$ cat src/core/iew_pkg.sv
package iew_pkg;

  // timing
  localparam int CLK_PERIOD_NS = 100;
  localparam int WRITE_TIME_NS = 5000000;
  localparam int WRITE_CYCLES  = WRITE_TIME_NS / CLK_PERIOD_NS;

  // select byte layout
  localparam logic [3:0] TYPE_MAIN = 4'ha;
  localparam logic [3:0] TYPE_ID   = 4'hb;
  localparam int         TYPE_MSB  = 7;
  localparam int         TYPE_LSB  = 4;
  localparam int         CS_MSB    = 3;
  localparam int         CS_LSB    = 2;
  localparam int         TOP_POS   = 1;
  localparam int         RW_POS    = 0;

  // address and data fields
  localparam int         LOCK_POS      = 2;
  localparam int         LOCK_DATA_POS = 1;
  localparam logic [3:0] BYTE_BITS     = 4'h8;

  // synchroniser pin slots
  localparam int PIN_SCL = 0;
  localparam int PIN_SDA = 1;
  localparam int PIN_CSL = 2;
  localparam int PIN_CSH = 3;
  localparam int PIN_WP  = 4;
  localparam int PIN_N   = 5;

  typedef enum logic [2:0] {
    ST_IDLE,
    ST_SEL,
    ST_AHI,
    ST_ALO,
    ST_DATA,
    ST_SKIP,
    ST_BUSY
  } iew_state_type;

  function automatic logic iew_sel_match(input logic [7:0] b, input logic [1:0] cs);
    return (b[TYPE_MSB:TYPE_LSB] == TYPE_MAIN || b[TYPE_MSB:TYPE_LSB] == TYPE_ID)
           && b[CS_MSB:CS_LSB] == cs;
  endfunction

endpackage

$ cat src/core/iew_link_if.sv
`timescale 1ns/1ps
`default_nettype none
interface iew_link_if;
  logic       scl_rise;
  logic       scl_fall;
  logic       sda;
  logic       start;
  logic       stop;
  logic       wp;
  logic [1:0] cs;

  modport src (output scl_rise, scl_fall, sda, start, stop, wp, cs);
  modport dst (input scl_rise, scl_fall, sda, start, stop, wp, cs);
endinterface
`default_nettype wire

$ cat src/core/iew_line_sync.sv
`timescale 1ns/1ps
`default_nettype none
module iew_line_sync (
  // clock and reset
  input  wire logic clk,
  input  wire logic rst_n,
  // pins
  input  wire logic scl,
  input  wire logic sda_i,
  input  wire logic cs_lo,
  input  wire logic cs_hi,
  input  wire logic wp,
  // conditioned events
  iew_link_if.src   link
);

  typedef struct packed {
    logic [iew_pkg::PIN_N-1:0] s1;
    logic [iew_pkg::PIN_N-1:0] s2;
    logic [1:0]                s3;
  } iew_sync_type;

  iew_sync_type st;
  iew_sync_type next_st;

  // s1 is read only by s2; edges come from s2 against s3
  always_comb begin
    next_st    = st;
    next_st.s1 = {wp, cs_hi, cs_lo, sda_i, scl};
    next_st.s2 = st.s1;
    next_st.s3 = {st.s2[iew_pkg::PIN_SDA], st.s2[iew_pkg::PIN_SCL]};
  end

  // idle-high reset keeps a false start away after release
  always_ff @(posedge clk or negedge rst_n) begin
    if (!rst_n) begin
      st <= '1;
    end else begin
      st <= next_st;
    end
  end

  logic scl_hold;
  assign scl_hold      = st.s2[iew_pkg::PIN_SCL] & st.s3[iew_pkg::PIN_SCL];
  assign link.scl_rise = st.s2[iew_pkg::PIN_SCL] & ~st.s3[iew_pkg::PIN_SCL];
  assign link.scl_fall = ~st.s2[iew_pkg::PIN_SCL] & st.s3[iew_pkg::PIN_SCL];
  assign link.start    = scl_hold & st.s3[iew_pkg::PIN_SDA] & ~st.s2[iew_pkg::PIN_SDA]; // RQ1
  assign link.stop     = scl_hold & ~st.s3[iew_pkg::PIN_SDA] & st.s2[iew_pkg::PIN_SDA]; // RQ2
  assign link.sda      = st.s2[iew_pkg::PIN_SDA];
  assign link.wp       = st.s2[iew_pkg::PIN_WP];
  assign link.cs       = {st.s2[iew_pkg::PIN_CSH], st.s2[iew_pkg::PIN_CSL]};

endmodule
`default_nettype wire

$ cat src/core/iew_top.sv
// What this block does
// RQ1: start is sda fall while scl high
// RQ2: stop is sda rise, ends the exchange
// RQ3: sample sda on each scl rise
// RQ4: master changes sda only while scl low
// RQ5: receiver pulls sda low in ninth slot
// RQ6: select byte msb first, type, cs, a16, dir
// RQ7: respond only when cs bits match pins
// RQ8: direction bit one reads, zero writes; a read select is acked, then skipped with no data driven
// RQ9: ack match; mismatch releases bus, standby
// RQ10: write takes two acked address bytes
// RQ11: seventeen-bit address, top bit from select
// RQ12: write starts only on stop after data ack
// RQ13: counter points past last written byte
// RQ14: busy: sda released, all traffic ignored
// RQ15: write protect high nacks every data byte
// RQ16: page write wraps within same page
// RQ17: page counter steps after each data byte
// RQ18: id page write uses page protocol
// RQ19: locked id page nacks its data bytes
// RQ20: lock command sets permanent id lock; here the lock clears on reset
// RQ21: writes rewrite whole four-byte ecc group; here only loaded bytes go out, each with its group address
// RQ22: busy select unacked, acked when done
// RQ23: protected writes still ack select, address
// RQ24: write protect low or open enables writes
// RQ25: open chip selects read as zero
`timescale 1ns/1ps
`default_nettype none
module iew_top #(
  parameter int unsigned TW_CYCLES = iew_pkg::WRITE_CYCLES
) (
  // clock and reset
  input  wire logic        clk,
  input  wire logic        rst_b,
  // two-wire link
  input  wire logic        scl,
  input  wire logic        sda_i,
  output logic             sda_o,
  output logic             sda_oe_b,
  // straps
  input  wire logic        write_protect_input,
  input  wire logic        chip_select_pin_high,
  input  wire logic        chip_select_pin_low,
  // array write port
  output logic             mem_wr,
  output logic             mem_wr_id,
  output logic [16:0]      mem_wr_addr,
  output logic [7:0]       mem_wr_data,
  output logic [14:0]      mem_grp_addr,
  // status
  output logic [16:0]      mem_addr_counter,
  output logic             busy,
  output logic             id_locked
);

  logic [1:0] rst_q;
  logic       rst_n;

  always_ff @(posedge clk or negedge rst_b) begin
    if (!rst_b) begin
      rst_q <= '0;
    end else begin
      rst_q <= {rst_q[0], 1'b1};
    end
  end
  assign rst_n = rst_q[1];

  iew_link_if link ();

  iew_line_sync u_sync (
    .clk   (clk),
    .rst_n (rst_n),
    .scl   (scl),
    .sda_i (sda_i),
    .cs_lo (chip_select_pin_low),
    .cs_hi (chip_select_pin_high),
    .wp    (write_protect_input),
    .link  (link.src)
  );

  typedef struct packed {
    iew_pkg::iew_state_type state;
    logic [3:0]             bitcnt;
    logic [7:0]             shreg;
    logic                   ack;
    logic                   ack_slot;
    logic                   after_ack;
    logic                   id_sel;
    logic [8:0]             page;
    logic [7:0]             low;
    logic                   got;
    logic                   lock_req;
    logic                   locked;
    logic [255:0][7:0]      wbuf;
    logic [255:0]           wmask;
    logic [8:0]             walk;
    logic [31:0]            timer;
    logic                   wr;
    logic                   wr_id;
    logic [16:0]            wr_addr;
    logic [7:0]             wr_data;
  } iew_core_type;

  iew_core_type st;
  iew_core_type next_st;

  logic byte_end;
  logic accept;
  logic is_lock;
  logic commit;

  assign byte_end = link.scl_fall && !st.ack_slot && st.bitcnt == iew_pkg::BYTE_BITS;
  assign accept   = !link.wp && !(st.id_sel && st.locked); // RQ15 RQ19 RQ24
  assign is_lock  = st.id_sel && st.page[iew_pkg::LOCK_POS]; // RQ20
  assign commit   = st.state == iew_pkg::ST_DATA && st.after_ack && st.got; // RQ12

  always_comb begin
    next_st    = st;
    next_st.wr = 1'b0;
    case (st.state)
      iew_pkg::ST_BUSY: begin
        // start and stop are not looked at while busy
        if (!st.walk[8]) begin
          if (st.wmask[st.walk[7:0]]) begin
            next_st.wr      = 1'b1;
            next_st.wr_id   = st.id_sel;
            next_st.wr_addr = {st.page, st.walk[7:0]};
            next_st.wr_data = st.wbuf[st.walk[7:0]];
          end
          next_st.walk = st.walk + 9'h001;
        end
        if (st.timer != '0) begin
          next_st.timer = st.timer - 32'h1;
        end else if (st.walk[8]) begin // RQ14 RQ22
          next_st.state    = iew_pkg::ST_IDLE;
          next_st.wmask    = '0;
          next_st.lock_req = 1'b0;
          if (st.lock_req) begin
            next_st.locked = 1'b1; // RQ20
          end
        end
      end
      iew_pkg::ST_IDLE: begin
        if (link.start) begin // RQ1
          next_st.state     = iew_pkg::ST_SEL;
          next_st.bitcnt    = '0;
          next_st.ack_slot  = 1'b0;
          next_st.after_ack = 1'b0;
        end
      end
      default: begin
        if (link.start) begin // RQ1
          // a repeated start drops any unwritten page data
          next_st.state     = iew_pkg::ST_SEL;
          next_st.bitcnt    = '0;
          next_st.ack       = 1'b0;
          next_st.ack_slot  = 1'b0;
          next_st.after_ack = 1'b0;
          next_st.got       = 1'b0;
          next_st.lock_req  = 1'b0;
          next_st.wmask     = '0;
        end else if (link.stop) begin // RQ2
          next_st.ack      = 1'b0;
          next_st.ack_slot = 1'b0;
          if (commit) begin // RQ12
            next_st.state = iew_pkg::ST_BUSY;
            next_st.walk  = '0;
            next_st.timer = TW_CYCLES - 32'h1;
          end else begin
            next_st.state    = iew_pkg::ST_IDLE;
            next_st.wmask    = '0;
            next_st.lock_req = 1'b0;
          end
        end else begin
          if (link.scl_rise && !st.ack_slot && st.bitcnt != iew_pkg::BYTE_BITS) begin
            next_st.shreg     = {st.shreg[6:0], link.sda}; // RQ3 RQ6
            next_st.bitcnt    = st.bitcnt + 4'h1;
            // the rise that opens the tenth slot must not lose the stop window
            next_st.after_ack = st.after_ack && st.bitcnt == '0; // RQ12
          end
          if (link.scl_fall && st.ack_slot) begin // RQ5
            next_st.ack       = 1'b0;
            next_st.ack_slot  = 1'b0;
            next_st.bitcnt    = '0;
            next_st.after_ack = st.state == iew_pkg::ST_DATA;
          end else if (byte_end && st.state != iew_pkg::ST_SKIP) begin
            next_st.ack_slot = 1'b1;
            case (st.state)
              iew_pkg::ST_SEL: begin
                if (!iew_pkg::iew_sel_match(st.shreg, link.cs)) begin // RQ7 RQ9 RQ25
                  next_st.state    = iew_pkg::ST_SKIP;
                  next_st.ack_slot = 1'b0;
                end else begin
                  next_st.ack      = 1'b1; // RQ9 RQ22 RQ23
                  next_st.id_sel   = st.shreg[iew_pkg::TYPE_LSB]; // RQ18
                  next_st.page[8]  = st.shreg[iew_pkg::TOP_POS]; // RQ11
                  next_st.got      = 1'b0;
                  next_st.lock_req = 1'b0;
                  next_st.wmask    = '0;
                  // the read path lives elsewhere; this end steps aside
                  if (st.shreg[iew_pkg::RW_POS]) begin // RQ8
                    next_st.state = iew_pkg::ST_SKIP;
                  end else begin
                    next_st.state = iew_pkg::ST_AHI; // RQ10
                  end
                end
              end
              iew_pkg::ST_AHI: begin
                next_st.ack       = 1'b1; // RQ10 RQ23
                next_st.page[7:0] = st.shreg;
                next_st.state     = iew_pkg::ST_ALO;
              end
              iew_pkg::ST_ALO: begin
                next_st.ack   = 1'b1; // RQ10 RQ23
                next_st.low   = st.shreg; // RQ11
                next_st.state = iew_pkg::ST_DATA;
              end
              iew_pkg::ST_DATA: begin
                if (accept) begin
                  next_st.ack = 1'b1;
                  next_st.got = 1'b1;
                  if (is_lock) begin // RQ20
                    next_st.lock_req = !st.got && st.shreg[iew_pkg::LOCK_DATA_POS];
                  end else begin
                    next_st.wbuf[st.low]  = st.shreg; // RQ16 RQ18
                    next_st.wmask[st.low] = 1'b1;
                    next_st.low           = st.low + 8'h01; // RQ16 RQ17 RQ13
                  end
                end
              end
              default: begin
                next_st.ack_slot = 1'b0;
              end
            endcase
          end
        end
      end
    endcase
  end

  // id lock is volatile here; a real part keeps it in the array
  always_ff @(posedge clk or negedge rst_n) begin
    if (!rst_n) begin
      st <= '0;
    end else begin
      st <= next_st;
    end
  end

  assign sda_o            = 1'b0;
  assign sda_oe_b         = ~st.ack; // RQ5 RQ14
  assign busy             = st.state == iew_pkg::ST_BUSY;
  assign id_locked        = st.locked;
  assign mem_wr           = st.wr;
  assign mem_wr_id        = st.wr_id;
  assign mem_wr_addr      = st.wr_addr;
  assign mem_wr_data      = st.wr_data;
  assign mem_grp_addr     = st.wr_addr[16:2]; // RQ21
  assign mem_addr_counter = {st.page, st.low}; // RQ13

  property p_busy_quiet;
    @(posedge clk) disable iff (!rst_n) busy |-> sda_oe_b ##1 st.state != iew_pkg::ST_SEL;
  endproperty
  a_busy_quiet: assert property (p_busy_quiet) else $error("busy but sda driven"); // RQ14

  property p_start_sel;
    @(posedge clk) disable iff (!rst_n) (link.start && !busy) |=> st.state == iew_pkg::ST_SEL;
  endproperty
  a_start_sel: assert property (p_start_sel) else $error("start not taken"); // RQ1

  property p_stop_end;
    @(posedge clk) disable iff (!rst_n)
      (link.stop && !link.start && !busy && st.state != iew_pkg::ST_IDLE && !commit)
      |=> st.state == iew_pkg::ST_IDLE && sda_oe_b;
  endproperty
  a_stop_end: assert property (p_stop_end) else $error("stop did not end exchange"); // RQ2

  property p_sample;
    @(posedge clk) disable iff (!rst_n)
      (st.state == iew_pkg::ST_SEL && link.scl_rise && !link.start && !link.stop
       && !st.ack_slot && st.bitcnt < iew_pkg::BYTE_BITS)
      |=> st.shreg[0] == $past(link.sda) && st.bitcnt == $past(st.bitcnt) + 4'h1;
  endproperty
  a_sample: assert property (p_sample) else $error("bit not sampled on scl rise"); // RQ3

  property p_mismatch;
    @(posedge clk) disable iff (!rst_n)
      (st.state == iew_pkg::ST_SEL && byte_end && !link.start && !link.stop
       && st.shreg[iew_pkg::CS_MSB:iew_pkg::CS_LSB] != link.cs)
      |=> st.state == iew_pkg::ST_SKIP && sda_oe_b [*2];
  endproperty
  a_mismatch: assert property (p_mismatch) else $error("mismatched select acked"); // RQ9

  property p_wp_nack;
    @(posedge clk) disable iff (!rst_n)
      (st.state == iew_pkg::ST_DATA && byte_end && link.wp && !link.start && !link.stop)
      |=> sda_oe_b && $stable(st.wmask) && !st.got == !$past(st.got);
  endproperty
  a_wp_nack: assert property (p_wp_nack) else $error("protected data byte acked"); // RQ15

  property p_addr_ack;
    @(posedge clk) disable iff (!rst_n)
      (st.state inside {iew_pkg::ST_AHI, iew_pkg::ST_ALO} && byte_end
       && !link.start && !link.stop)
      |=> !sda_oe_b && st.ack_slot;
  endproperty
  a_addr_ack: assert property (p_addr_ack) else $error("address byte not acked"); // RQ23

  property p_commit;
    @(posedge clk) disable iff (!rst_n)
      (commit && link.stop && !link.start) |=> busy ##1 busy;
  endproperty
  a_commit: assert property (p_commit) else $error("stop after data ack did not write"); // RQ12

  property p_page_step;
    @(posedge clk) disable iff (!rst_n)
      (st.state == iew_pkg::ST_DATA && byte_end && accept && !is_lock
       && !link.start && !link.stop)
      |=> st.low == $past(st.low) + 8'h01 && st.page == $past(st.page);
  endproperty
  a_page_step: assert property (p_page_step) else $error("page counter did not wrap-step"); // RQ17

  property p_ack_release;
    @(posedge clk) disable iff (!rst_n)
      (st.ack_slot && link.scl_fall && !link.start && !link.stop && !busy)
      |=> sda_oe_b && !st.ack_slot;
  endproperty
  a_ack_release: assert property (p_ack_release) else $error("ack held past ninth slot"); // RQ5

  property p_lock_set;
    @(posedge clk) disable iff (!rst_n)
      (busy && st.lock_req && st.timer == '0 && st.walk[8])
      |=> id_locked && !busy;
  endproperty
  a_lock_set: assert property (p_lock_set) else $error("lock write did not id_page_lock_command page"); // RQ20

  property p_locked_nack;
    @(posedge clk) disable iff (!rst_n)
      (st.state == iew_pkg::ST_DATA && byte_end && st.id_sel && st.locked
       && !link.start && !link.stop)
      |=> sda_oe_b && $stable(st.wmask) && $stable(st.low);
  endproperty
  a_locked_nack: assert property (p_locked_nack) else $error("locked id page byte acked"); // RQ19

  property p_no_commit;
    @(posedge clk) disable iff (!rst_n)
      (link.stop && !commit && !busy)
      |=> !busy;
  endproperty
  a_no_commit: assert property (p_no_commit) else $error("stop off the tenth slot wrote"); // RQ12

endmodule
`default_nettype wire

$ cat config.mk
export PLATFORM = sky130hd
export DESIGN_NAME = iew_top
export DESIGN_NICKNAME = d
export VERILOG_FILES = /design/src/core/iew_pkg.sv /design/src/core/iew_link_if.sv /design/src/core/iew_line_sync.sv /design/src/core/iew_top.sv
export SDC_FILE = /design/constraint.sdc
export NUM_CORES = 2
export LEC_CHECK = 0
export BUFFER_PORTS_ARGS = -buffer_cell sky130_fd_sc_hd__buf_2
export CAP_MARGIN = 20
export CORE_MARGIN = 8
export CORE_UTILIZATION = 25
export CTS_BUF_LIST = sky130_fd_sc_hd__clkbuf_4 sky130_fd_sc_hd__clkbuf_8
export DETAILED_ROUTE_END_ITERATION = 16
export GPL_ROUTABILITY_DRIVEN = 0
export GPL_TIMING_DRIVEN = 0
export PLACE_DENSITY_LB_ADDON = 0.12
export SYNTH_ARGS = -nofsm -noshare
export SYNTH_HDL_FRONTEND = slang
export SYNTH_SLANG_ARGS = --single-unit
$ cat constraint.sdc
create_clock -name clk -period 79.8 [get_ports clk]
set_clock_uncertainty 0.2 [all_clocks]
set_input_delay 15.96 -clock clk [delete_from_list [all_inputs] [get_ports clk]]
set_output_delay 15.96 -clock clk [all_outputs]
set_load 0.02 [all_outputs]
==> After elaboration in Yosys (flattened, before gate mapping) <==
Index checks and enable logic that the tools add are counted.
{ "op_classes": {"addsub": 4, "multipliers": 0, "n_div": 0, "magnitude_cmp": 3, "n_eq_ne": 32, "n_shift": 0, "mux": 82, "bitwise_logic": 22, "n_reduce_logical": 54} }
{ "op_table": {"columns": ["op", "n"], "rows": [
  ["2304-bit 2-to-1 mux", 2],
  ["2048-bit bitwise mux", 1],
  ["256-bit 2-to-1 mux", 8],
  ["297-bit one-hot mux with 2 select lines", 1],
  ["256-bit one-hot mux with 2 select lines", 1],
  ["256-bit OR", 1],
  ["41-bit 2-to-1 mux", 3],
  ["27-bit 2-to-1 mux", 3],
  ["8-bit binary-select mux with 8-bit select", 1],
  ["8-bit demux with 8-bit select", 1],
  ["10-bit 2-to-1 mux", 6],
  ["20-bit 2-to-1 mux", 3],
  ["32-bit 2-to-1 mux", 1],
  ["8-bit 2-to-1 mux", 4],
  ["32-bit nonzero test", 1],
  ["32-bit by 1-bit subtractor with 32-bit output, second input constant", 1],
  ["3-bit 2-to-1 mux", 9],
  ["12-bit 2-to-1 mux", 2],
  ["2-bit 2-to-1 mux", 10],
  ["5-bit != test, second input constant", 4],
  ["10-bit AND reduction", 2],
  ["8-bit by 9-bit less-than comparator with 1-bit output, second input constant", 2],
  ["4-bit != test, second input constant", 4],
  ["8-bit one-hot mux with 2 select lines", 1],
  ["other kinds (47)", 125]
]} }
{ "word_totals": {"ff_bits": 2425, "latch_bits": 0, "mem_bits_rw": 0, "mem_bits_ro": 0, "in_bits": 7, "output_inout_bits": 63, "elab_cells": 478, "mem_count": 0} }

==> Longest topological paths before layout <==
{ "logic_depth": {"ltp_word": 16, "mapped_depth": 17, "depth_no_buf": 9} }

==> Modules after synthesis <==
Synthesis repeated with hierarchy kept, for this count alone.
{ "hier_totals": {"hier_cells": 7712, "area_unflattened_um2": 112522.9} }
{ "modules_own_cells": {"columns": ["module", "n_inst", "cells_per_inst", "area_per_inst_um2"], "rows": [
  ["iew_top", 1, 7694, 112160.1],
  ["iew_line_sync", 1, 18, 362.8]
]} }

==> Worst setup path after synthesis <==
Ideal clock, no wire load.
{ "synth_timing": {"path_kind": "reg-to-output", "from": "reg st[2408] (netlist name)", "to": "out busy", "t_arrival_ps": 965, "slack_ps": 62675, "path_stages_with_launch": 5, "path_cell_list": "dfrtp_1 clkbuf_1 nor2b_1 nand2_1 inv_1"} }
{ "synth_between": {"elab_chain_len": 1} }
{ "synth_rtl": {"columns": ["item", "line_no", "source"], "rows": [
  ["start: declaration", "iew_top.sv:104", "iew_core_type st;"],
  ["start signal: assignment", "iew_top.sv:246", "st <= next_st;"],
  ["3-bit equality test", "iew_top.sv:252", "assign busy = st.state == iew_pkg::ST_BUSY;"],
  ["end: declaration", "iew_top.sv:52", "output logic busy,"]
]} }
No other way between the ends.

==> Worst setup path in the final report <==
Ends and elaborated chain as after synthesis.

==> impl_results.rst <==
.. list-table::
   :header-rows: 1

   * - Metric
     - Value
   * - Setup violators final
     - 0
   * - Antenna Nets Post-Route
     - 0
   * - WP data arrival
     - 2.71 ns
   * - Basic-gate share of the synthesized area counting and, or, nand and nor cells
     - 0.0386
   * - Layout Area Growth over Synthesis
     - 20.0%
   * - Top Ports
     - 70
   * - Post-layout total power
     - 2.69 mW
   * - TritonRoute pass-1 iters
     - 9
   * - Number of buffer and inverter stages on the critical path
     - 3
   * - Post-synthesis share of cell area spent on xor and xnor gates
     - 0.00260
   * - HPWL reported at the end of detailed placement
     - 411,000 um
   * - Vias in the first global route
     - 77,969
   * - Synth Area in Compound Gates
     - 0.0343
   * - Critical-path top delay cell
     - sky130_fd_sc_hd__dfrtp_1
   * - Total track usage
     - 0.239
   * - Slowest stage delay, CP
     - 0.36 ns
   * - Number of port buffers
     - 68
   * - Number of resized instances in the post-cts repair step
     - 0
   * - Total Nets Final
     - 8,263
   * - Clock Path Buffers
     - 4
   * - Maximum vdd drop
     - 13.3 uV
   * - CTS tree
     - yes
   * - Run status
     - complete, no violations
   * - Vias per std cell
     - 5.17
   * - Area share of fa/ha/maj cells after synthesis
     - 0.000900
   * - Cell Area, Synth
     - 111,000 um2
   * - Clk_lat worst skew
     - 1.19 ns
   * - Origin of the critical flop-to-flop path
     - st[61]
   * - Detailed router's first-iteration violation count
     - 7,296
   * - Grt ovf
     - 0
   * - Largest family of logic cells by synthesized area
     - multiplexers
   * - Ratio of cells with drive above 1 in the final layout
     - 0.491
   * - Final-report max-slew violation count
     - 0
   * - Critical path required time
     - 63.64 ns
   * - CP delay by family, top
     - buffers and inverters
   * - Number of vias after detailed routing
     - 75,506
   * - Synth Net Count
     - 7,512
   * - Share of synthesized registers carrying an async set or reset
     - 1.00
   * - Root Driver
     - sky130_fd_sc_hd__clkbuf_8
   * - Effective utilization at floorplan
     - 0.250
   * - Area of the core region
     - 444,000 um2
   * - Maximum fanout encountered on the critical timing path
     - 8
   * - Post-route DRC
     - 0
   * - Sequential standard cell area
     - 60,700 um2
   * - Register-to-register setup slack
     - 71.20 ns
   * - Die Footprint
     - 467,000 um2
   * - Startpoint type of the worst setup path
     - register
   * - Power Density
     - 20.1 nW/um2
   * - Count of clock tree sinks
     - 2,425
   * - Standard-cell row count
     - 245
   * - Worst-margin pin slew
     - 1.28 ns
   * - Final total negative setup slack
     - 0 ns
   * - Antenna violations before repair
     - 93
   * - Die Height
     - 683 um
   * - Number of register bits inferred by synthesis
     - 2,425
   * - Number of filler instances in the final layout
     - 44,487
   * - Category of the worst setup path capture point
     - output port
   * - Tightest slew margin relative to the limit
     - 0.150
   * - Worst Hold Class
     - register to async pin
   * - Maximum number of pins on one net before global-route repair
     - 71
   * - Static Leakage
     - 61.2 nW
   * - Number of enable flip-flop cells after synthesis
     - 0
   * - Flip-flop cell with the highest count after synthesis
     - sky130_fd_sc_hd__dfrtp_1
   * - Number of library cell types mapped by synthesis
     - 94
   * - Cells along the critical path
     - clkbuf_1 > nor2b_1 > nand2_1 > inv_1 > buf_2
   * - Worst setup path category
     - register to output port
   * - Mapped Cells
     - 7,497
   * - Post-route clock period utilization
     - 0.236
   * - Clock buffers created by TritonCTS
     - 462
   * - Post-Route WL
     - 569,000 um
   * - Number of hold buffers added after CTS
     - 0
   * - Die Wd
     - 683 um
   * - Average wire per cell in the routed design
     - 38.9 um
   * - Ys Warns
     - 0
   * - Total area of multi-input combinational cells
     - 47,100 um2
   * - Length in cells of the worst reg-to-reg path
     - 14
   * - Wire length of the first global-routing pass
     - 751,000 um
   * - Max Clk Rate
     - 53.0 MHz
   * - Shortest clock period the worst path allows after layout
     - 18.87 ns
   * - Unrepaired setup endpoints after global routing
     - no
   * - Clk slew on worst S/H paths
     - 0.07 ns
   * - Post-synthesis mux area share
     - 0.347
   * - FF-to-FF End
     - mem_wr_data[4]
   * - Synthesized area divided by synthesized cell count
     - 14.8 um2
   * - Number of setup buffers added after CTS
     - 0
   * - Share of synthesized area occupied by flip-flops and latches
     - 0.546
   * - Max-cap viol count
     - 0
   * - Final Hold Fails
     - 0
   * - Total number of H-tree levels
     - 5
==> through the flow <==
| step | hold WS [ns] | setup WS, ns | utilization | cells | area [um2] |
|---|---|---|---|---|---|
| after floorplan | 0.131 | 7.02 | - | 7497 | 111000 |
| after global placement | 0.137 | -24.22 | 0.268 | 13493 | 119000 |
| after detailed placement | 0.138 | 62.11 | 0.277 | 13712 | 123000 |
| after CTS | 0.149 | 60.82 | 0.300 | 14551 | 133000 |
| after global routing | 0.153 | 60.77 | 0.300 | 14559 | 133000 |
| final | 0.142 | 60.93 | 0.301 | 14599 | 133000 |
==> how the worst max path moves through the flow <==
stage                   from  slack (ns)  depth (start not counted)   endpoint
global route        st[2408]       60.77                          5       busy
finish              st[2408]       60.93                          5       busy
detailed placement  st[2408]       62.11                          5       busy
global placement    rst_q[1]      -24.22                          0  async pin
CTS                 st[2408]       60.82                          5       busy
floorplan           rst_q[1]        7.02                          0  async pin
==> power breakdown <==
part	total, mW	leakage [nW]	internal, mW	switching [mW]
registers	1.23	33.8	1.23	0.00176
clock network	1.36	5.44	0.768	0.596
logic	0.0887	21.9	0.0158	0.0728
==> cells in the mapped netlist, types with 12 or more instances <==
cell,n,area (um2)
sky130_fd_sc_hd__a22oi_1,104,781
sky130_fd_sc_hd__buf_1,21,78.8
sky130_fd_sc_hd__and3_1,12,75.1
sky130_fd_sc_hd__mux4_1,37,972
sky130_fd_sc_hd__buf_6,38,428
sky130_fd_sc_hd__nor2_1,467,1750
sky130_fd_sc_hd__a22o_1,15,131
sky130_fd_sc_hd__buf_2,101,505
sky130_fd_sc_hd__a21oi_1,320,1600
sky130_fd_sc_hd__nor2b_1,17,106
sky130_fd_sc_hd__buf_4,90,676
sky130_fd_sc_hd__o221ai_1,12,105
sky130_fd_sc_hd__o21ai_0,39,195
sky130_fd_sc_hd__o211ai_1,12,90.1
sky130_fd_sc_hd__xnor2_1,13,114
sky130_fd_sc_hd__mux2_2,2095,23600
sky130_fd_sc_hd__o22ai_1,17,106
sky130_fd_sc_hd__mux2i_1,169,1690
sky130_fd_sc_hd__nand2_1,141,529
sky130_fd_sc_hd__mux4_2,543,12200
sky130_fd_sc_hd__clkbuf_1,361,1360
sky130_fd_sc_hd__dfstp_2,12,315
sky130_fd_sc_hd__inv_1,15,56.3
sky130_fd_sc_hd__a31oi_1,18,113
sky130_fd_sc_hd__buf_12,12,240
sky130_fd_sc_hd__nor2_2,70,438
sky130_fd_sc_hd__nand4_1,13,81.3
sky130_fd_sc_hd__dfrtp_1,2413,60400
sky130_fd_sc_hd__xor2_1,20,175
sky130_fd_sc_hd__nand3_1,67,335
sky130_fd_sc_hd__nor3_1,24,120
==> final cells by class <==
| cell class | instances | area share |
|---|---|---|
| clock inverter | 68 | 0.00496 |
| multi-input combinational | 4418 | 0.353 |
| buffer | 636 | 0.0264 |
| inverter | 18 | 0.000562 |
| timing repair buffer | 287 | 0.0325 |
| antenna | 48 | 0.000900 |
| clock buffer | 771 | 0.0712 |
| tap | 5928 | 0.0556 |
| sequential | 2425 | 0.455 |
==> cell usage in the layout, fill, tap and decap left out, types with 114 or more instances in the layout <==
master	n
sky130_fd_sc_hd__mux2i_1	169
sky130_fd_sc_hd__mux4_2	543
sky130_fd_sc_hd__nand2_1	140
sky130_fd_sc_hd__clkbuf_4	185
sky130_fd_sc_hd__mux2_2	2095
sky130_fd_sc_hd__a21oi_1	320
sky130_fd_sc_hd__dfrtp_1	2412
sky130_fd_sc_hd__buf_4	114
sky130_fd_sc_hd__clkbuf_1	291
sky130_fd_sc_hd__clkbuf_8	598
sky130_fd_sc_hd__buf_2	180
sky130_fd_sc_hd__nor2_1	461
==> cells by family (layout without fill, tap and decap cells) <==
| family | after synthesis | after routing |
|---|---|---|
| mux | 2847 | 2847 |
| simple gates | 911 | 911 |
| xor+xnor | 33 | 33 |
| compound gates | 617 | 617 |
| other cells | 2 | 50 |
| buf+inv | 654 | 1780 |
| fa+ha+maj | 8 | 8 |
| flops | 2425 | 2425 |
==> metal layers <==
layer	part of all wire	track usage	vias up	wire, um
li1	-	-	29464	-
met2	0.44	0.367	3235	253000
met5	0.00015	0	-	83
met4	0.057	0.115	12	32300
met3	0.076	0.0574	1003	43500
met1	0.42	0.317	41792	240000
(Power assumes the default switching activity.)
